===== src/rtl/apc_consts.svh =====
// Behaviour
// One config register per analog-capable pin
// Bits 2:0 select function, zero GPIO/converter
// Bits 4:3 pull: none, down, up, repeater
// Bit 6 inverts pin input when set
// Bit 7 set digital, clear analog mode; pad analog_select is driven high when bit 7 is set
// Bit 8 set bypasses the glitch filter
// Bit 10 set gives simulated open drain
// Software writes zero to reserved bits
// Converter use: function zero, analog mode
// Fields drive pads the cycle after write
`ifndef APC_CONSTS_SVH
`define APC_CONSTS_SVH

// ---------------------------------------------------------------
// Register map
// ---------------------------------------------------------------
`define APC_NUM_PINS       12
`define APC_ADDR_W         8
`define APC_REG_BASE       8'h00
`define APC_REG_STRIDE     8'h04
`define APC_CFG0_OFS       8'h00
`define APC_CFG1_OFS       8'h04
`define APC_CFG2_OFS       8'h08
`define APC_CFG3_OFS       8'h0c
`define APC_CFG4_OFS       8'h10
`define APC_CFG5_OFS       8'h14
`define APC_CFG6_OFS       8'h18
`define APC_CFG7_OFS       8'h1c
`define APC_CFG8_OFS       8'h20
`define APC_CFG9_OFS       8'h24
`define APC_CFG10_OFS      8'h28
`define APC_CFG11_OFS      8'h2c

// ---------------------------------------------------------------
// Field positions
// ---------------------------------------------------------------
`define APC_FSEL_LSB       0
`define APC_FSEL_MSB       2
`define APC_PULL_LSB       3
`define APC_PULL_MSB       4
`define APC_INV_BIT        6
`define APC_DIGI_BIT       7
`define APC_FOFF_BIT       8
`define APC_ODRAIN_BIT     10
`define APC_WRITE_MASK     32'h0000_05df

// ---------------------------------------------------------------
// Reset values and timing
// ---------------------------------------------------------------
`define APC_CFG_RESET      32'h0000_0190
`define APC_FILTER_NS      10
`define APC_CLK_MHZ        25

`endif


===== src/rtl/apc_pkg.sv =====
package apc_pkg;
   typedef enum logic [1:0] {
      APC_PULL_NONE = 2'h0,
      APC_PULL_DOWN = 2'h1,
      APC_PULL_UP   = 2'h2,
      APC_PULL_REP  = 2'h3
   } apc_pull_t;

   typedef struct packed {
      logic [2:0] function_select;
      apc_pull_t  pull;
      logic       invert;
      logic       analog_select;
      logic       glitch_filter_disable;
      logic       open_drain_enable;
   } apc_pad_ctl_t;
endpackage : apc_pkg


===== src/rtl/apc_pin_config_block.sv =====
// Chosen here: the strobed register port and the register offsets.
`timescale 1ns/1ps
`include "apc_consts.svh"

module apc_pin_config_block #(
   parameter int NUM_PINS = `APC_NUM_PINS
) (
   input  wire logic                      clk,
   input  wire logic                      rst,
   input  wire logic [`APC_ADDR_W-1:0]    addr,
   input  wire logic [31:0]               wdata,
   input  wire logic                      wr_stb,
   input  wire logic                      rd_stb,
   output logic      [31:0]               rdata,
   input  wire logic [NUM_PINS-1:0]       pin_in,
   output logic      [NUM_PINS-1:0]       function_in,
   output apc_pkg::apc_pad_ctl_t [NUM_PINS-1:0] pad_ctl,
   output logic      [NUM_PINS-1:0]       converter_channel_en
);
   import apc_pkg::*;

   // ------------------------------------------------------------
   // Register file
   // ------------------------------------------------------------
   logic [NUM_PINS-1:0][31:0] cfg_reg;
   logic [NUM_PINS-1:0][31:0] cfg_next;
   logic [31:0]               rdata_reg;
   logic [31:0]               rdata_next;
   logic [NUM_PINS-1:0]       sync1_reg;
   logic [NUM_PINS-1:0]       sync2_reg;
   logic [NUM_PINS-1:0]       sync3_reg;
   logic [NUM_PINS-1:0]       filt_reg;
   logic [NUM_PINS-1:0]       filt_next;

   // Word index, or NUM_PINS when unmapped or unaligned
   function automatic int unsigned reg_index(
      input logic [`APC_ADDR_W-1:0] a);
      int unsigned idx;
      if (a == `APC_CFG0_OFS) begin
         idx = 0;
      end else if (a == `APC_CFG1_OFS) begin
         idx = 1;
      end else if (a == `APC_CFG2_OFS) begin
         idx = 2;
      end else if (a == `APC_CFG3_OFS) begin
         idx = 3;
      end else if (a == `APC_CFG4_OFS) begin
         idx = 4;
      end else if (a == `APC_CFG5_OFS) begin
         idx = 5;
      end else if (a == `APC_CFG6_OFS) begin
         idx = 6;
      end else if (a == `APC_CFG7_OFS) begin
         idx = 7;
      end else if (a == `APC_CFG8_OFS) begin
         idx = 8;
      end else if (a == `APC_CFG9_OFS) begin
         idx = 9;
      end else if (a == `APC_CFG10_OFS) begin
         idx = 10;
      end else if (a == `APC_CFG11_OFS) begin
         idx = 11;
      end else begin
         idx = NUM_PINS;
      end
      return idx;
   endfunction : reg_index

   // Field extraction shared by pad and input paths
   function automatic logic [2:0] fsel_of(input logic [31:0] r);
      return r[`APC_FSEL_MSB:`APC_FSEL_LSB];
   endfunction : fsel_of

   function automatic logic invert_of(input logic [31:0] r);
      return r[`APC_INV_BIT];
   endfunction : invert_of

   function automatic logic digital_of(input logic [31:0] r);
      return r[`APC_DIGI_BIT];
   endfunction : digital_of

   function automatic logic bypass_of(input logic [31:0] r);
      return r[`APC_FOFF_BIT];
   endfunction : bypass_of

   always_comb begin
      cfg_next   = cfg_reg;
      rdata_next = 32'h0000_0000;
      if (wr_stb && reg_index(addr) < NUM_PINS) begin
         // Reserved bits kept zero so reads stay clean
         cfg_next[reg_index(addr)] = wdata & `APC_WRITE_MASK;
      end
      if (rd_stb && reg_index(addr) < NUM_PINS) begin
         rdata_next = cfg_reg[reg_index(addr)];
      end
   end

   always_ff @(posedge clk or posedge rst) begin
      if (rst) begin
         for (int i = 0; i < NUM_PINS; i++) begin
            cfg_reg[i] <= `APC_CFG_RESET;
         end
         rdata_reg <= 32'h0000_0000;
      end else begin
         cfg_reg   <= cfg_next;
         rdata_reg <= rdata_next;
      end
   end

   assign rdata = rdata_reg;

   // ------------------------------------------------------------
   // Pad controls
   // ------------------------------------------------------------
   always_comb begin
      for (int i = 0; i < NUM_PINS; i++) begin
         // Straight from flops, so effect starts after the write
         pad_ctl[i].function_select = fsel_of(cfg_reg[i]);
         pad_ctl[i].pull = apc_pull_t'(
            cfg_reg[i][`APC_PULL_MSB:`APC_PULL_LSB]);
         pad_ctl[i].invert = invert_of(cfg_reg[i]);
         pad_ctl[i].analog_select = digital_of(cfg_reg[i]); // analog_select follows bit 7: high in digital mode, low in analog mode
         pad_ctl[i].glitch_filter_disable = bypass_of(cfg_reg[i]);
         pad_ctl[i].open_drain_enable =
            cfg_reg[i][`APC_ODRAIN_BIT];
         // Converter path needs function zero and analog mode
         converter_channel_en[i] =
            (fsel_of(cfg_reg[i]) == 3'h0) && !digital_of(cfg_reg[i]);
      end
   end

   // ------------------------------------------------------------
   // Input path
   // ------------------------------------------------------------
   // One 40 ns clock already exceeds the 10 ns glitch span, so a
   // single agreeing-sample stage serves as the filter.
   always_comb begin
      for (int i = 0; i < NUM_PINS; i++) begin
         // First stage never read here: metastability stays contained
         filt_next[i] = filt_reg[i];
         if (sync3_reg[i] == sync2_reg[i]) begin
            filt_next[i] = sync2_reg[i];
         end
      end
   end

   always_ff @(posedge clk or posedge rst) begin
      if (rst) begin
         sync1_reg <= '0;
         sync2_reg <= '0;
         sync3_reg <= '0;
         filt_reg  <= '0;
      end else begin
         sync1_reg <= pin_in;
         sync2_reg <= sync1_reg;
         sync3_reg <= sync2_reg;
         filt_reg  <= filt_next;
      end
   end

   always_comb begin
      for (int i = 0; i < NUM_PINS; i++) begin
         // Analog mode blocks the digital input
         if (!digital_of(cfg_reg[i])) begin
            function_in[i] = 1'b0;
         end else if (bypass_of(cfg_reg[i])) begin
            function_in[i] =
               sync2_reg[i] ^ invert_of(cfg_reg[i]);
         end else begin
            function_in[i] =
               filt_reg[i] ^ invert_of(cfg_reg[i]);
         end
      end
   end
endmodule : apc_pin_config_block


===== config.mk =====
export PLATFORM = sky130hd
export DESIGN_NAME = apc_pin_config_block
export DESIGN_NICKNAME = d
export VERILOG_FILES = /design/src/rtl/apc_pkg.sv /design/src/rtl/apc_pin_config_block.sv
export VERILOG_INCLUDE_DIRS = /design/src /design/src/rtl
export SDC_FILE = /design/constraint.sdc
export NUM_CORES = 1
export LEC_CHECK = 0
export ABC_AREA = 1
export BUFFER_PORTS_ARGS = -buffer_cell sky130_fd_sc_hd__buf_2
export CELL_PAD_IN_SITES_DETAIL_PLACEMENT = 1
export CELL_PAD_IN_SITES_GLOBAL_PLACEMENT = 2
export CORE_UTILIZATION = 30
export CTS_CLUSTER_SIZE = 40
export DETAILED_ROUTE_END_ITERATION = 8
export HOLD_SLACK_MARGIN = 0.1
export PLACE_DENSITY = 0.76
export RECOVER_POWER = 100
export SLEW_MARGIN = 5
export SYNTH_ARGS = -nofsm -noshare
export SYNTH_HDL_FRONTEND = slang
export SYNTH_SLANG_ARGS = --single-unit
export TNS_END_PERCENT = 100

===== constraint.sdc =====
create_clock -name clk -period 6.1 [get_ports clk]
set_input_delay 0.61 -clock clk [delete_from_list [all_inputs] [get_ports clk]]
set_output_delay 0.61 -clock clk [all_outputs]
set_load 0.02 [all_outputs]

======== Yosys cells after proc, flatten, opt, wreduce, memory -nomap -nowiden ========
Cells that the tools add are included.
Widths: inputs -> output; s select.
storage, ports and cells
  register bits after elaboration ......... 464
  latch bits .............................. 0
  memory bits (writable) .................. 0
  bits in read-only memories .............. 0
  output and inout port bits .............. 164
  logic and storage cells ................. 163
  memories kept ........................... 0
cells by class
  add/subtract/negate cells ............... 0
  multiply operators ...................... 0
  div/mod/pow operators ................... 0
  order comparisons ....................... 4
  eq/ne operators ......................... 23
  shifts and indexed selects .............. 0
  mux-type cells .......................... 44
  bitwise operators ....................... 24
  reductions and logical operators ........ 40
operators by type and width
  operator             count
  $mux 32              14
  $bwmux 384           1
  $bmux 32 s4          1
  $demux 32 s4         1
  $lt 32x5->1 const B  2
  $logic_not 3->1      12
  $eq 8x5->1 const B   4
  $eq 8x6->1 const B   4
  $ge 32x1->1 const B  1
  $lt 32x4->1 const B  1
  $mux 1               24
  $xor 1x1->1          24
  $eq 8x4->1 const B   2
  $logic_and 1x1->1    15
  $eq 1x1->1           12
  $logic_not 1->1      12
  $mux 3               3
  $eq 8x3->1 const B   1
  $logic_not 8->1      1

======== Longest topological paths before layout ========
  depth after elaboration ................. 21
  gate-level depth with buffers ........... 16
  depth with buffers taken out ............ 14

======== Worst setup path after synthesis ========
No wires, ideal clock.
  kind .................................... input -> register
  start ................................... in addr[1]
  end ..................................... reg rdata_reg[10] (netlist: rdata[10])
  arrival time ............................ 1.847 ns
  required time ........................... 5.980 ns
  setup slack ............................. 4.134 ns
  stages .................................. 12
  path buffers ............................ 2
  path through ............................ nor2_1 nand3_1 nand2_1 nand2_1 inv_2 buf_4 clkbuf_1 nand2_1 nand2_1 nand2_1 nand3_1 nor2_1
on the way
  longest elaborated chain between the ends .. 17
  elaborated cells on any way between the ends .. 30
  classes of those cells .................. order compare: 1; eq/ne: 11; mux: 16; reduce/logical: 2
ends and longest elaborated chain
  item                                                 RTL line                     text
  start: declaration                                   apc_pin_config_block.sv:10   input wire logic [`APC_ADDR_W-1:0] addr,
  $eq 8x6->1 (no source line)                          -
  $mux 3                                               apc_pin_config_block.sv:61   end else if (a == `APC_CFG11_OFS) begin
  $mux 3                                               apc_pin_config_block.sv:59   end else if (a == `APC_CFG10_OFS) begin
  $mux 3                                               apc_pin_config_block.sv:57   end else if (a == `APC_CFG9_OFS) begin
  $mux 32                                              apc_pin_config_block.sv:55   end else if (a == `APC_CFG8_OFS) begin
  $mux 32                                              apc_pin_config_block.sv:53   end else if (a == `APC_CFG7_OFS) begin
  $mux 32                                              apc_pin_config_block.sv:51   end else if (a == `APC_CFG6_OFS) begin
  $mux 32                                              apc_pin_config_block.sv:49   end else if (a == `APC_CFG5_OFS) begin
  $mux 32                                              apc_pin_config_block.sv:47   end else if (a == `APC_CFG4_OFS) begin
  $mux 32                                              apc_pin_config_block.sv:45   end else if (a == `APC_CFG3_OFS) begin
  $mux 32                                              apc_pin_config_block.sv:43   end else if (a == `APC_CFG2_OFS) begin
  $mux 32                                              apc_pin_config_block.sv:41   end else if (a == `APC_CFG1_OFS) begin
  $mux 32 *                                            apc_pin_config_block.sv:39   if (a == `APC_CFG0_OFS) begin
  branches (longest 3 deep; another with $lt 32x4->1)  -
  $mux 32 *                                            apc_pin_config_block.sv:93   if (rd_stb && reg_index(addr) < NUM_PINS) begin
  net rdata_next[10]                                   apc_pin_config_block.sv:28   logic [31:0] rdata_next;
  end signal: assignment                               apc_pin_config_block.sv:106  rdata_reg <= rdata_next;
  end: declaration                                     apc_pin_config_block.sv:27   logic [31:0] rdata_reg;
Mark *: on every way through the listed nets, which the timed path passes. The select of a mux whose other input is x is not followed.
A chain may end at the register's enable or synchronous reset.

======== Worst setup path after layout ========
  start ................................... in addr[0]
  end ..................................... reg cfg_reg, in the netlist pad_ctl[106]
on the way
  longest elaborated chain between the ends .. 19
  elaborated cells on any way between the ends .. 33
  classes of those cells .................. order compare: 3; eq/ne: 11; mux: 16; reduce/logical: 3
ends and longest elaborated chain
  item                                                                RTL line                     text
  $eq 8x6->1 (no source line)                                         -
  $mux 3                                                              apc_pin_config_block.sv:61
  $mux 3                                                              apc_pin_config_block.sv:59
  $mux 3                                                              apc_pin_config_block.sv:57
  $mux 32                                                             apc_pin_config_block.sv:55
  $mux 32                                                             apc_pin_config_block.sv:53
  $mux 32                                                             apc_pin_config_block.sv:51
  $mux 32                                                             apc_pin_config_block.sv:49
  (+3 left out)                                                       -
  $mux 32                                                             apc_pin_config_block.sv:41
  $mux 32 *                                                           apc_pin_config_block.sv:39
  $mux 32                                                             apc_pin_config_block.sv:89   if (wr_stb && reg_index(addr) < NUM_PINS) begin
  $ge 32x1->1 (no source line) / $lt 32x5->1 (equally long branches)  -
  $logic_and 1x1->1 (no source line)                                  -
  $mux 32 (no source line)                                            -
  $demux 32 s4 (no source line)                                       -
  $bwmux 384 (no source line)                                         -
  end signal: indexed assignment                                      apc_pin_config_block.sv:101  cfg_reg[i] <= `APC_CFG_RESET;
  end signal: assignment                                              apc_pin_config_block.sv:105  cfg_reg <= cfg_next;
  end: declaration                                                    apc_pin_config_block.sv:25   logic [NUM_PINS-1:0][31:0] cfg_reg;
Every way passes the cells marked *; elsewhere a longest branch is shown, timed or not. The select of a mux whose other input is x is not followed.

==> summary.md <==
| Metric | Value |
|---|---|
| Clock buffer depth | `2` |
| Root Buffer | `clkbuf_16` |
| Post-DP HPWL | `around 18,000 um` |
| Kind of critical path | `in -> reg` |
| Largest net degree at the start of global routing | `just over 70` |
| Setup TNS Final | `0 ns` |
| Max Slew Vio Count | `57` |
| Ys async rst share | `1.00` |
| Final instance area | `9140 sq um` |
| Number of global-route vias before repair | `about 6,500` |
| Max Used Layer | `met4` |
| Core area | `around 25,000 sq um` |
| CP Launch Type | `input port` |
| Routed via count | `6,593` |
| Hold path start | `pin_in[6]` |
| Clk_lat worst skew | `about 0.43 ns` |
| Initial Util | `0.307` |
| Vias/cell | `around 4.7` |
| Final setup fails | `0` |
| Total wire length | `~26,000 um` |
| P per Cell Area | `between 200 and 300 nW/um^2` |
| DIE WIDTH | `163 um` |
| N_diodes | `0` |
| Slew margin rel. | `-0.490` |
| Placed Area | `between 8000 and 9000 sq um` |
| CTS tree | `yes` |
| Setup Fix Bufs, Post-CTS | `0` |
| Worst Skew | `just over 0.008 ns` |
| ANT nets after route | `0` |
| Hold path depth | `1` |
| Mean post-synth cell area | `8.51 sq um` |
| Critical Path Sink Type | `flop` |
| Post-synth EDFFs | `0` |
| PortBufs | `173` |
| DR pass1 iterations | `5` |
| Drt drc | `0` |
| Outcome | `finished with violations` |
| Metal-1 WL | `roughly 13,000 um` |
| Crit path arrival time | `4.44 ns` |
| Leakage power total | `4.01 nW` |
| Fin nets | `about 1,100` |
| Grt ovf | `0` |
| RSZ-0062 raised after global routing | `false` |
| WL/cell | `roughly 18 um` |
| Met3 wire len | `approximately 1100 um` |
| Max-cap violations | `1` |
| Crit path time final | `around 4.1 ns` |
| Yosys warnings | `0` |
| Flip-flop count of the largest register after layout | `roughly 110` |
| Slew of the pin with the lowest slew margin | `2.23 ns` |
| Sequential cell area fraction in the yosys report | `0.539` |
| Worst-path clk slew | `around 0.07 ns` |
| Worst-path fanout max | `between 50 and 60` |
| DRC violation total after the first TritonRoute iteration | `between 400 and 500` |
| Hold Crit Class | `in -> reg` |
| Worst EP required | `roughly 6.4 ns` |
| Total GRT Usage | `0.202` |
| Final Cycle Share | `0.673` |
| Clock sink count | `165` |
| Top_reg_cell synth | `dfrtp_1` |
| Area overhead of the layout relative to synthesis | `17.9%` |
| CTS resizes | `0` |
| R2R depth | `8` |
| Max Clk Rate | `roughly 240 MHz` |
| Failing checks | `capacitance limit, slew limit` |
| Layout cells sized above 1 | `0.109` |
| R2R setup slack | `4.71 ns` |
| DIE AREA | `roughly 26,000 sq um` |
| GPL Wtd Cong | `slightly below 0.8` |
| Worst Hold End | `sync1_reg[6]` |
| Io pins | `220` |
| Syn Inst Count | `between 900 and 1,000` |
| Initial antenna violation count | `1` |
| Synth Register Bits | `about 170` |
| Synth unique cells | `30` |
| Die Span Y | `163 um` |
| First-pass GRT wire length | `just under 40,000 um` |
| Mapped cell area | `just under 8000 sq um` |
| Hold_buf cts | `0` |
| Final Hold Viols | `0` |
| CTS H-tree lvls | `4` |
| DR WL met2 | `11,700 um` |
| Total CTS buffers | `17` |
| R2r endpoint | `rdata[7]` |
| Row count | `58` |
| Reg2Reg Launch Point | `pad_ctl[65]` |
| Worst vdd ir | `0.130 mV` |
[power breakdown]
group | leakage, nW | total [mW] | internal, mW | switching, mW
Clock | 0.285 | 1.09 | 0.621 | 0.473
Sequential | 2.05 | 1.19 | 1.15 | 0.0409
Combinational | 1.67 | 0.273 | 0.0781 | 0.195
[synthesized netlist by cell type, types with 4 or more instances]
cell | instances | share of area
o21ai_1 | 60 | 0.039
nand3_1 | 41 | 0.026
dfrtp_1 | 129 | 0.42
buf_6 | 9 | 0.013
nand2_2 | 11 | 0.0089
buf_2 | 6 | 0.0039
nor4_1 | 12 | 0.0097
mux2i_1 | 12 | 0.015
clkbuf_1 | 27 | 0.013
buf_4 | 24 | 0.023
nor2_1 | 24 | 0.012
nand3b_1 | 26 | 0.025
inv_1 | 73 | 0.035
nand2_4 | 4 | 0.0058
a21oi_1 | 19 | 0.012
o21ai_0 | 62 | 0.040
nand2_1 | 312 | 0.15
dfstp_2 | 36 | 0.12
maj3_1 | 12 | 0.015
[metal layers]
layer,track usage,vias to the layer above
li1,-,3170
met1,0.293,3244
met2,0.312,167
met3,0.0357,12
met4,0.0433,0
met5,0,-
[worst max-delay path, stage by stage]
cell        delay [ns]
buf_2             0.09
inv_1             0.03
nand2_1           0.10
nor2_1            0.08
o21ai_4           0.13
buf_4             0.51
nand2_1           1.43
nand2_1           0.50
clkinvlp_2        0.42
nand2_4           0.30
nand2_1           0.09
o21ai_0           0.09
[area by class of cell]
type / count / area (sq um)
fill: 3132 / 16100
sequential: 165 / 4170
multi-input combinational: 625 / 2930
timing repair buffer: 178 / 734
clock buffer: 19 / 443
tap: 330 / 413
inverter: 77 / 292
clock inverter: 13 / 146
[cell families (layout without fill, tap and decap cells)]
| group | count (synthesis) | after routing | synth area share |
|---|---|---|---|
| other | 1 | 23 | 0.000484 |
| adders and majority gates | 12 | 12 | 0.0155 |
| buffers and inverters | 143 | 287 | 0.0909 |
| muxes | 12 | 12 | 0.0155 |
| DFF | 165 | 165 | 0.539 |
| and+or+nand+nor | 434 | 434 | 0.245 |
| AOI/OAI and AO/OA | 144 | 144 | 0.0943 |
[worst max-delay path by stage]
stage               slack, ns  cells past startpoint  startpoint            to
floorplan                1.09                      1         rst   filt_reg[0]
global placement         2.91                     11     addr[0]   pad_ctl[75]
detailed placement       2.88                     11     addr[0]   pad_ctl[36]
CTS                      3.30                     11     addr[0]   pad_ctl[43]
global route             1.61                     12     addr[0]  pad_ctl[107]
finish                   1.99                     12     addr[0]  pad_ctl[106]
[placed cells by master, fill, tap and decap left out, types with 17 or more instances in the layout]
master,instances
dfstp_2,30
nand3_1,41
nor2_1,24
dfrtp_1,129
nand3b_1,26
inv_1,73
conb_1,23
o21ai_0,110
clkbuf_1,136
buf_2,38
nand2_1,320
a21oi_1,20
clkbuf_16,17
[metrics by stage]
stage          instances  worst slack (ns)  hold slack (ns)   util  power [mW]
6_report            1407              1.99            0.282  0.362        2.56
5_1_grt             1407              1.61            0.257  0.362        2.66
4_1_cts             1407              3.30            0.120  0.370        2.60
3_5_place_dp        1375              2.88            0.336  0.346        1.50
3_3_place_gp        1375              2.91            0.332  0.346        1.49
2_1_floorplan        933              1.09            0.331      -        1.39
Power figures use the tool's default switching activity.
